$ cat src/core/tbc_pkg.sv
// package of constants and types for the buffered cascaded pwm timer
// Function
// - channels 0, 3, 4: register c buffers register a, d buffers b.
// - buffered compare: each match copies buffer into its general register.
// - buffered capture: counter into general register, old value into buffer.
// - channel 1 counter is upper half, channel 2 lower half of 32 bits.
// - cascade clock select: channel 1 counts each channel 2 overflow or underflow.
// - channel 2 underflows only in phase counting; otherwise only overflow cascades.
// - phase counting on channel 1 overrides its clock select, no cascade.
// - upper counter increments on lower overflow, decrements on lower underflow.
// - simultaneous captures store upper half in ch1 a, lower in ch2 a.
// - pwm compare matches drive pin low, high or toggle; duty 0 to 100%.
// - pwm per channel independent; clear-source register defines the period.
// - pwm mode 1 pairs a with b, c with d, driving pins a and c.
// - pwm mode 1: a/c matches use own actions, b/d matches theirs, same pin.
// - pwm mode 1 initial pin level is that set for register a or c.
// - pwm mode 1: equal pair values leave the output unchanged on match.
// - pwm mode 1 gives at most eight output phases over all channels.
// - pwm mode 2: cycle register clears, all pins return to initial level.
// - pwm mode 2: duty equal to cycle leaves that output unchanged.
// - pwm mode 2, offered on channels 1 and 2 only, gives at most two phases.
// - pwm mode 2: the period register drives no output on its pin.
// - a channel counter runs while its start bit is set.
package tbc_pkg;
	// ==========================================================
	// register map, byte addresses: channel block is ch * 0x20
	localparam logic [7:0] TBC_OFS_CTRL = 8'h00;
	localparam logic [7:0] TBC_OFS_IO = 8'h04;
	localparam logic [7:0] TBC_OFS_CNT = 8'h08;
	localparam logic [7:0] TBC_OFS_GRA = 8'h0c;
	localparam logic [7:0] TBC_OFS_GRB = 8'h10;
	localparam logic [7:0] TBC_OFS_GRC = 8'h14;
	localparam logic [7:0] TBC_OFS_GRD = 8'h18;
	localparam logic [7:0] TBC_CH_STRIDE = 8'h20;
	localparam logic [7:0] TBC_ADR_START = 8'ha0;
	// ==========================================================
	// reset values
	localparam logic [15:0] TBC_RST_CNT = 16'h0000;
	localparam logic [15:0] TBC_RST_GR = 16'hffff;
	localparam logic [15:0] TBC_RST_IO = 16'h0000;
	localparam logic [4:0] TBC_RST_START = 5'h00;
	localparam logic [15:0] TBC_CNT_MAX = 16'hffff;
	// ==========================================================
	// clock select codes
	localparam logic [2:0] TBC_CS_INT = 3'h0;
	localparam logic [2:0] TBC_CS_EXT = 3'h1;
	localparam logic [2:0] TBC_CS_CASC = 3'h7;
	// io nibble: bit 3 capture, bit 2 initial level, bits 1:0 action/edge
	localparam int TBC_IO_CAP = 3;
	localparam int TBC_IO_INIT = 2;
	localparam logic [1:0] TBC_ACT_NONE = 2'h0;
	localparam logic [1:0] TBC_ACT_LOW = 2'h1;
	localparam logic [1:0] TBC_ACT_HIGH = 2'h2;
	localparam logic [1:0] TBC_ACT_TOG = 2'h3;
	localparam logic [1:0] TBC_EDGE_RISE = 2'h0;
	localparam logic [1:0] TBC_EDGE_FALL = 2'h1;
	// ==========================================================
	// channel control register layout, bits 9:0
	typedef enum logic [1:0] {
		TBC_MODE_NORMAL,
		TBC_MODE_PWM1,
		TBC_MODE_PWM2,
		TBC_MODE_PHASE
	} tbc_mode_t;
	typedef struct packed {
		logic buf_b;
		logic buf_a;
		tbc_mode_t mode;
		logic [2:0] clear_src;
		logic [2:0] clock_select_field;
	} tbc_ctrl_t;
	localparam tbc_ctrl_t TBC_RST_CTRL = '0;
endpackage : tbc_pkg

$ cat src/core/tbc_timer.sv
// five channel timer with buffering, 32-bit cascade and two pwm modes
`timescale 1ns/1ps
module tbc_timer
	import tbc_pkg::*;
#(
	parameter int NUM_CH = 5,
	parameter int CNT_W = 16
) (
	input wire logic clock,
	input wire logic rst,
	input wire logic wb_cyc_i,
	input wire logic wb_stb_i,
	input wire logic wb_we_i,
	input wire logic [7:0] wb_adr_i,
	input wire logic [3:0] wb_sel_i,
	input wire logic [31:0] wb_dat_i,
	output logic [31:0] wb_dat_o,
	output logic wb_ack_o,
	input wire logic ext_tick,
	input wire logic [NUM_CH-1:0] phase_up,
	input wire logic [NUM_CH-1:0] phase_down,
	input wire logic [NUM_CH-1:0][3:0] pin_in,
	output logic [NUM_CH-1:0][3:0] pin_out,
	output logic [NUM_CH-1:0][3:0] pin_oe,
	output logic [NUM_CH-1:0] overflow,
	output logic [NUM_CH-1:0] underflow,
	output logic [NUM_CH-1:0] counter_clear
);
	// ==========================================================
	// elaboration checks
	if (NUM_CH != 5 || CNT_W != 16) begin : g_bad_param
		$error("tbc_timer supports only five 16-bit channels");
	end

	// ==========================================================
	// helpers
	// channels that own registers c and d and the buffer function
	function automatic logic full_ch(input int c);
		return (c == 0) || (c == 3) || (c == 4);
	endfunction : full_ch

	// level after a compare action
	function automatic logic apply_act(input logic cur, input logic [1:0] act);
		case (act)
			TBC_ACT_LOW: return 1'b0;
			TBC_ACT_HIGH: return 1'b1;
			TBC_ACT_TOG: return ~cur;
			default: return cur;
		endcase
	endfunction : apply_act

	// byte-lane merge for a 16-bit register
	function automatic logic [15:0] merge16(input logic [15:0] old,
		input logic [31:0] d, input logic [3:0] sel);
		return {sel[1] ? d[15:8] : old[15:8], sel[0] ? d[7:0] : old[7:0]};
	endfunction : merge16

	// ==========================================================
	// state
	logic [15:0] cnt_reg [NUM_CH];
	logic [15:0] gr_reg [NUM_CH][4];
	tbc_ctrl_t ctl_reg [NUM_CH];
	logic [15:0] io_reg [NUM_CH];
	logic [NUM_CH-1:0] start_reg;
	logic [NUM_CH-1:0][3:0] pin_reg;
	logic [NUM_CH-1:0][3:0] in_prev_reg;
	logic ack_reg;
	logic [31:0] rdat_reg;
	logic [31:0] rd_mux;

	// ==========================================================
	// bus decode
	wire logic req = wb_cyc_i && wb_stb_i;
	wire logic wr_fire = req && wb_we_i && ack_reg;
	wire logic [2:0] adr_ch = wb_adr_i[7:5];
	wire logic [7:0] adr_ofs = {3'h0, wb_adr_i[4:0]};
	wire logic start_hit = wb_adr_i == TBC_ADR_START;

	// ==========================================================
	// per channel combinational terms
	tbc_mode_t eff_mode [NUM_CH];
	logic [NUM_CH-1:0] up_tick;
	logic [NUM_CH-1:0] dn_tick;
	logic [NUM_CH-1:0][3:0] match;
	logic [NUM_CH-1:0][3:0] capture;
	logic [NUM_CH-1:0] clr;
	logic [NUM_CH-1:0] wr_ctrl;
	logic [NUM_CH-1:0] wr_io;
	logic [NUM_CH-1:0] wr_cnt;
	logic [NUM_CH-1:0][3:0] wr_gr;
	logic [NUM_CH-1:0][3:0] gr_valid;

	for (genvar c = 0; c < NUM_CH; c++) begin : g_comb
		localparam logic [2:0] CH = 3'(c);
		wire logic phase_ok = (c == 1) || (c == 2);
		wire tbc_mode_t rmode = ctl_reg[c].mode;
		wire logic [2:0] cs = ctl_reg[c].clock_select_field;
		wire logic sel_ch = !start_hit && adr_ch == CH;
		// pwm mode 2 and phase counting fall back where not offered
		assign eff_mode[c] = (rmode == TBC_MODE_PWM2 && !phase_ok) ?
			TBC_MODE_NORMAL :
			(rmode == TBC_MODE_PHASE && !phase_ok) ? TBC_MODE_NORMAL : rmode;
		// count sources: phase counting beats cascade and clock select
		assign up_tick[c] = start_reg[c] && (
			(eff_mode[c] == TBC_MODE_PHASE) ? phase_up[c] :
			(c == 1 && cs == TBC_CS_CASC) ? overflow[2] :
			(cs == TBC_CS_EXT) ? ext_tick : 1'b1);
		assign dn_tick[c] = start_reg[c] && (
			(eff_mode[c] == TBC_MODE_PHASE) ? phase_down[c] :
			(c == 1 && cs == TBC_CS_CASC) ? underflow[2] : 1'b0);
		// underflow exists only for a down count: phase counting, or the channel 1 cascade
		assign overflow[c] = up_tick[c] && cnt_reg[c] == TBC_CNT_MAX;
		assign underflow[c] = dn_tick[c] && cnt_reg[c] == 16'h0000;
		// write strobes
		assign wr_ctrl[c] = wr_fire && sel_ch && adr_ofs == TBC_OFS_CTRL;
		assign wr_io[c] = wr_fire && sel_ch && adr_ofs == TBC_OFS_IO;
		assign wr_cnt[c] = wr_fire && sel_ch && adr_ofs == TBC_OFS_CNT;
		for (genvar g = 0; g < 4; g++) begin : g_gr
			localparam logic [7:0] GOFS = 8'(TBC_OFS_GRA + 8'(4 * g));
			wire logic is_cap = io_reg[c][4*g+TBC_IO_CAP];
			wire logic [1:0] edg = io_reg[c][4*g +: 2];
			wire logic rise = pin_in[c][g] && !in_prev_reg[c][g];
			wire logic fall = !pin_in[c][g] && in_prev_reg[c][g];
			assign gr_valid[c][g] = (g < 2) || full_ch(c);
			assign wr_gr[c][g] = wr_fire && sel_ch && adr_ofs == GOFS &&
				gr_valid[c][g];
			// compare match while counting
			assign match[c][g] = gr_valid[c][g] && !is_cap && start_reg[c] &&
				cnt_reg[c] == gr_reg[c][g];
			// capture on the selected edge of the pin input
			assign capture[c][g] = gr_valid[c][g] && is_cap &&
				((edg == TBC_EDGE_RISE) ? rise :
				(edg == TBC_EDGE_FALL) ? fall : (rise || fall));
		end
		// clear source 1..4 picks register a..d as the period
		wire logic [2:0] cs_idx = ctl_reg[c].clear_src - 3'h1;
		assign clr[c] = ctl_reg[c].clear_src != 3'h0 &&
			ctl_reg[c].clear_src <= 3'h4 &&
			(match[c][cs_idx[1:0]] || capture[c][cs_idx[1:0]]);
		assign counter_clear[c] = clr[c];
	end

	// ==========================================================
	// output enables: pin driven when its register compares, except pwm mode 1 pins b, d and the pwm mode 2 period pin
	for (genvar c = 0; c < NUM_CH; c++) begin : g_oe
		for (genvar g = 0; g < 4; g++) begin : g_pin
			wire logic per_pin = ctl_reg[c].clear_src == 3'(g + 1);
			wire logic cmp = gr_valid[c][g] && !io_reg[c][4*g+TBC_IO_CAP];
			assign pin_oe[c][g] = cmp &&
				!(eff_mode[c] == TBC_MODE_PWM1 && g % 2 == 1) &&
				!(eff_mode[c] == TBC_MODE_PWM2 && per_pin);
		end
	end
	assign pin_out = pin_reg;

	// ==========================================================
	// bus answer: one wait cycle, registered read data
	always_ff @(posedge clock) begin
		if (rst) begin
			ack_reg <= 1'b0;
			rdat_reg <= 32'h0000_0000;
		end else begin
			ack_reg <= req && !ack_reg;
			rdat_reg <= rd_mux;
		end
	end
	assign wb_ack_o = ack_reg;
	assign wb_dat_o = rdat_reg;

	// read selection, unmapped addresses read zero
	always_comb begin
		rd_mux = 32'h0000_0000;
		if (start_hit) begin
			rd_mux = {27'h0, start_reg};
		end else if (adr_ch < 3'(NUM_CH)) begin
			case (adr_ofs)
				TBC_OFS_CTRL: rd_mux = {22'h0, ctl_reg[adr_ch]};
				TBC_OFS_IO: rd_mux = {16'h0, io_reg[adr_ch]};
				TBC_OFS_CNT: rd_mux = {16'h0, cnt_reg[adr_ch]};
				TBC_OFS_GRA: rd_mux = {16'h0, gr_reg[adr_ch][0]};
				TBC_OFS_GRB: rd_mux = {16'h0, gr_reg[adr_ch][1]};
				TBC_OFS_GRC: rd_mux = full_ch(int'(adr_ch)) ?
					{16'h0, gr_reg[adr_ch][2]} : 32'h0000_0000;
				TBC_OFS_GRD: rd_mux = full_ch(int'(adr_ch)) ?
					{16'h0, gr_reg[adr_ch][3]} : 32'h0000_0000;
				default: rd_mux = 32'h0000_0000;
			endcase
		end
	end

	// start register
	always_ff @(posedge clock) begin
		if (rst) begin
			start_reg <= TBC_RST_START;
		end else if (wr_fire && start_hit && wb_sel_i[0]) begin
			start_reg <= wb_dat_i[4:0];
		end
	end

	// ==========================================================
	// per channel sequential logic
	for (genvar c = 0; c < NUM_CH; c++) begin : g_seq
		// configuration registers
		always_ff @(posedge clock) begin
			if (rst) begin
				ctl_reg[c] <= TBC_RST_CTRL;
				io_reg[c] <= TBC_RST_IO;
			end else begin
				if (wr_ctrl[c])
					ctl_reg[c] <= tbc_ctrl_t'({wb_sel_i[1] ? wb_dat_i[9:8] :
						ctl_reg[c][9:8], wb_sel_i[0] ? wb_dat_i[7:0] :
						ctl_reg[c][7:0]});
				if (wr_io[c])
					io_reg[c] <= merge16(io_reg[c], wb_dat_i, wb_sel_i);
			end
		end

		// counter: bus write, then clear, then count up or down
		always_ff @(posedge clock) begin
			if (rst) begin
				cnt_reg[c] <= TBC_RST_CNT;
			end else if (wr_cnt[c]) begin
				cnt_reg[c] <= merge16(cnt_reg[c], wb_dat_i, wb_sel_i);
			end else if (clr[c]) begin
				cnt_reg[c] <= TBC_RST_CNT;
			end else if (up_tick[c]) begin
				cnt_reg[c] <= cnt_reg[c] + 16'h0001;
			end else if (dn_tick[c]) begin
				cnt_reg[c] <= cnt_reg[c] - 16'h0001;
			end
		end

		// general registers with buffer transfers
		for (genvar g = 0; g < 4; g++) begin : g_gr
			localparam int PRV = (g + 2) % 4;
			wire logic buf_on = full_ch(c) &&
				((g % 2 == 0) ? ctl_reg[c].buf_a : ctl_reg[c].buf_b);
			always_ff @(posedge clock) begin
				if (rst) begin
					gr_reg[c][g] <= TBC_RST_GR;
					in_prev_reg[c][g] <= 1'b0;
				end else begin
					in_prev_reg[c][g] <= pin_in[c][g];
					if (wr_gr[c][g]) begin
						gr_reg[c][g] <= merge16(gr_reg[c][g], wb_dat_i, wb_sel_i);
					end else if (g < 2 && capture[c][g]) begin
						gr_reg[c][g] <= cnt_reg[c];
					end else if (g < 2 && buf_on && match[c][g]) begin
						gr_reg[c][g] <= gr_reg[c][PRV];
					end else if (g >= 2 && buf_on && capture[c][PRV]) begin
						gr_reg[c][g] <= gr_reg[c][PRV];
					end else if (g >= 2 && !buf_on && capture[c][g]) begin
						gr_reg[c][g] <= cnt_reg[c];
					end
				end
			end
		end

		// pin levels
		wire logic [2:0] per_idx = ctl_reg[c].clear_src - 3'h1;
		for (genvar g = 0; g < 4; g++) begin : g_lvl
			localparam int PAIR = (g % 2 == 0) ? g + 1 : g - 1;
			wire logic [1:0] act = io_reg[c][4*g +: 2];
			wire logic [1:0] act_p = io_reg[c][4*PAIR +: 2];
			wire logic init = io_reg[c][4*g+TBC_IO_INIT];
			wire logic pair_eq = gr_reg[c][g] == gr_reg[c][PAIR];
			wire logic duty_eq = gr_reg[c][g] == gr_reg[c][per_idx[1:0]];
			always_ff @(posedge clock) begin
				if (rst) begin
					pin_reg[c][g] <= 1'b0;
				end else if (!start_reg[c]) begin
					pin_reg[c][g] <= init;
				end else begin
					case (eff_mode[c])
						TBC_MODE_PWM1: begin
							if (g % 2 == 1 || pair_eq)
								pin_reg[c][g] <= pin_reg[c][g];
							else if (match[c][g])
								pin_reg[c][g] <= apply_act(pin_reg[c][g], act);
							else if (match[c][PAIR])
								pin_reg[c][g] <= apply_act(pin_reg[c][g], act_p);
						end
						TBC_MODE_PWM2: begin
							if (clr[c])
								pin_reg[c][g] <= init;
							else if (match[c][g] && !duty_eq)
								pin_reg[c][g] <= apply_act(pin_reg[c][g], act);
						end
						default: begin
							if (match[c][g])
								pin_reg[c][g] <= apply_act(pin_reg[c][g], act);
						end
					endcase
				end
			end
		end
	end
endmodule : tbc_timer

$ cat config.mk
export PLATFORM = sky130hd
export DESIGN_NAME = tbc_timer
export DESIGN_NICKNAME = d
export VERILOG_FILES = /design/src/core/tbc_pkg.sv /design/src/core/tbc_timer.sv
export SDC_FILE = /design/constraint.sdc
export NUM_CORES = 2
export LEC_CHECK = 0
export BUFFER_PORTS_ARGS = -buffer_cell sky130_fd_sc_hd__buf_2
export CAP_MARGIN = 20
export CORE_MARGIN = 4
export CORE_UTILIZATION = 47
export CTS_BUF_LIST = sky130_fd_sc_hd__clkbuf_8 sky130_fd_sc_hd__clkbuf_16
export CTS_CLUSTER_DIAMETER = 50
export DETAILED_ROUTE_END_ITERATION = 7
export PLACE_DENSITY = 0.72
export SKIP_LAST_GASP = 1
export SYNTH_ARGS = -nofsm -noshare
export SYNTH_HDL_FRONTEND = slang
export SYNTH_SLANG_ARGS = --single-unit
$ cat constraint.sdc
create_clock -name clock -period 3.4 [get_ports clock]
set_input_delay 0 -clock clock [delete_from_list [all_inputs] [get_ports clock]]
set_output_delay 0 -clock clock [all_outputs]
set_load 0.05 [all_outputs]
==> results.txt <==
After detailed routing, the number of remaining DRC violations is 0. The flow ran to the end, but the final reports show violations. The chip height came out at 287 um.

The post-synthesis instance area is 36,500 sq um. The half-perimeter wire length after detailed placement came out at 135,000 um. The worst setup path is captured at an output pin. The number of flip-flops under the largest register name came out at 256. The clock reaches the later pin of the worst-skew pair after 660 ps. The worst setup slack after layout came out at -68.4 ps. The placer congestion estimate came out at 1.12. The leakage power summed over all cells is 15.7 nW.

The starting DRC count in detailed routing came out at 6,392. Yosys instantiated no cell more often than nor2_1. At the worst endpoint, the arrival time is 3470 ps. The initial antenna violation count came to 14.

Across the run, the number of max-cap violations was 0. The combinational cell fraction of total power is 13.0%. The internal power came out at 12.9 mW. The number of rows in the core area is 101.

The final number of hold-violating endpoints is 0. The final reports fail on setup timing. The clock tree from TritonCTS is yes. The largest fanout on the critical path came out at 8.

Across all hold checks on the routed design, the worst slack comes to 39.9 ps. The final-stage net count is 4,319. In the final routed layout, each cell accounts on average for 33.9 um. The worst pin sits at a relative slew slack of 15.5%. The smallest clock period supported by the final layout is computed as 3470 ps.

The final count of negative-setup-slack endpoints is 1. In this run the count of I/O pins placed on the die edge is 168. Counting every sink on the clock net gives 524. For this configuration, the core starts out at a cell density of 47.7%. The number of levels in the clock H-tree came out at 3. The worst ir drop on vdd is 0.444 mV. The synthesis warning total is 0.

The fill cell instance count of the final layout is 6,659. The total track usage is 42.4%. The area of the multi-input gates came out at 19,500 sq um.

The area share of the leading cell type in the synthesized netlist came out at 38.4%. Sequential elements use 41.5% of the synthesized area. The worst clock skew is 37.6 ps.

The global-route congestion overflow total came out at 0. In the final layout, the share of cells above drive strength 1 is 18.7%. The total length of routed wires is 179,000 um. Clock-pin slew was measured on the worst setup and hold paths at 50 ps. The category of the worst setup path launch point is a flip-flop. The critical setup path kind is reg2out. The share of the clock period used by the worst path is 102%.

The power per cell area came out at 422 nW/um^2. The power share of the sequential group came out at 41.0%. In the synthesized netlist the dominant register cell turns out to be edfxtp_1.

The achievable frequency came out at 288 MHz. The netlist uses 81 different library cells. The vias per cell is 6.77. The placeable core area is 76,500 sq um. The worst hold path belongs to the class in2reg. The number of flops mapped to enable cells by yosys is 466. Entering global routing, the biggest net connects 96 pins. The via count of the first global-routing pass is 32,900. The relative contribution of the clock network to total power came out at 46.0%.

The switching part of the total power came out at 29.5%. After synthesis, the mean cell area works out to 9.42 sq um. By count the netlist is led by 595 x nor2_1, 466 x edfxtp_1, 244 x clkbuf_1. The analysis attributes to net switching a power of 5.38 mW. The first TritonRoute pass finished after 6 iterations. The post-placement setup slack is 117 ps. The final antenna-violating net count came out at 0. Clock tree synthesis selected as its root buffer the cell clkbuf_16.

The area of all sequential standard cells came out at 15,200 sq um. Detailed routing inserted a total of 35,700 vias. Synthesis handed over a netlist of 3,871 instances. The number of pins with negative max-slew slack in the final report was 0. The total of flip-flops plus latches after synthesis is 524.

The proportion of synthesized flip-flops having asynchronous set or reset is 0%. Setup repair after global routing left no endpoint under its margin. The first global-routing pass estimated 249,000 um of wire. The area growth from synthesis to layout is 18.7%. In this run the tool buffered the top-level ports with 116 buffer cells. The total CTS buffers came out at 77.

The x dimension of the die is 287 um. The largest total area in the synthesized netlist belongs to edfxtp_1. The endpoint required time on the critical path is 3400 ps. The number of buffers on the longest clock path is 3.

By area the synthesized netlist is led by edfxtp_1 38%, nor2_1 6.1%, xor2_1 5.7%. The actual slew at the worst max-slew pin is 1270 ps. The die covers 82,100 sq um.
[final timing paths]
kind / cells past startpoint / start / endpoint / slack, ps
worst min register to register: 2 / pin_out[10] / pin_out[10] / 510
worst max register to register: 10 / cnt_reg[0][10] / cnt_reg[0][10] / 90
worst min-delay path: 3 / wb_dat_i[10] / gr_reg[0][26] / 40
worst max-delay path: 8 / cnt_reg[0][10] / counter_clear[0] / -70
[layout by cell type, fill, tap and decap left out, types with 58 or more instances in the layout]
cell / synthesis / layout
mux4_2: 75 / 75
nor2_1: 595 / 595
nand4_1: 71 / 71
nor3_1: 80 / 79
dfxtp_1: 58 / 58
buf_4: 24 / 393
inv_1: 148 / 156
edfxtp_1: 466 / 466
nand3_1: 78 / 78
o22a_1: 65 / 65
o22ai_1: 231 / 231
o21ai_0: 113 / 113
buf_2: 40 / 111
ha_1: 61 / 61
a21oi_1: 60 / 58
mux2i_1: 104 / 104
xor2_1: 239 / 239
nand2_1: 240 / 240
and2_1: 138 / 138
nor4_1: 82 / 71
xnor2_1: 194 / 194
clkbuf_16: 0 / 78
[stage by stage]
step / utilization, % / area [sq um] / instances / TNS [ps] / power (mW)
3_5_place_dp: 52.5 / 40200 / 5086 / 0 / 9.82
6_report: 56.6 / 43300 / 5278 / -68.4 / 18.3
3_3_place_gp: 52.5 / 40100 / 5084 / 0 / 9.81
2_1_floorplan: - / 36600 / 3893 / 0 / 8.80
5_1_grt: 56.6 / 43300 / 5274 / 0 / 18.6
4_1_cts: 56.5 / 43200 / 5266 / 0 / 18.1
[layout make-up]
cell class | count | area share [%]
antenna | 5 | 0.0289
clock buffer | 80 | 4.57
clock inverter | 64 | 1.62
inverter | 148 | 1.28
multi-input combinational | 2877 | 45.1
sequential | 524 | 35.0
tap | 1030 | 2.98
timing repair buffer | 550 | 9.41
[critical path, cell delays in order, from the launching register on]
cell and delay, ps:
edfxtp_1 820, xor2_1 190, nor4_1 280, nand4_1 310, o21ai_0 480, o211ai_1 170
a21oi_2 190, buf_4 160, clkbuf_4 230
[power groups by stage]
stage	sequential, mW	combinational, mW	clock [mW]
after floorplan	7.49	1.31	0
after global placement	7.61	2.20	0
after detailed placement	7.61	2.21	0
after CTS	7.48	2.26	8.40
after global routing	7.49	2.43	8.68
final	7.49	2.37	8.41
[cells by family (layout without fill, tap and decap cells)]
group                    Yosys count  count (layout)  share of synthesized area (%)
AND/OR/NAND/NOR                 1455            1455                           19.1
buffers and inverters            492             842                           5.49
adder cells (fa/ha/maj)           61              61                           2.09
other                              1              28                         0.0103
multiplexers                     198             198                           8.07
flip-flops                       524             524                           41.5
XOR/XNOR                         433             433                           10.4
AO/OA/AOI/OAI                    707             707                           13.3
[metal layers]
| metal | global-route usage [%] | routed length [um] |
|---|---|---|
| met1 | 54.5 | 62700 |
| met2 | 62.7 | 75200 |
| met3 | 11.2 | 25300 |
| met4 | 28.5 | 15600 |
| met5 | 0 | 49 |
[timing repair]
action | CTS | global route
pin swaps | 2 | 3
gates resized for setup | 5 | 8
setup buffers | 8 | 5
hold buffers | 28 | 0
hold endpoints to repair | 32 | 0
setup endpoints to repair | 3 | 4
Note: power is estimated with default switching activity, not from simulation.
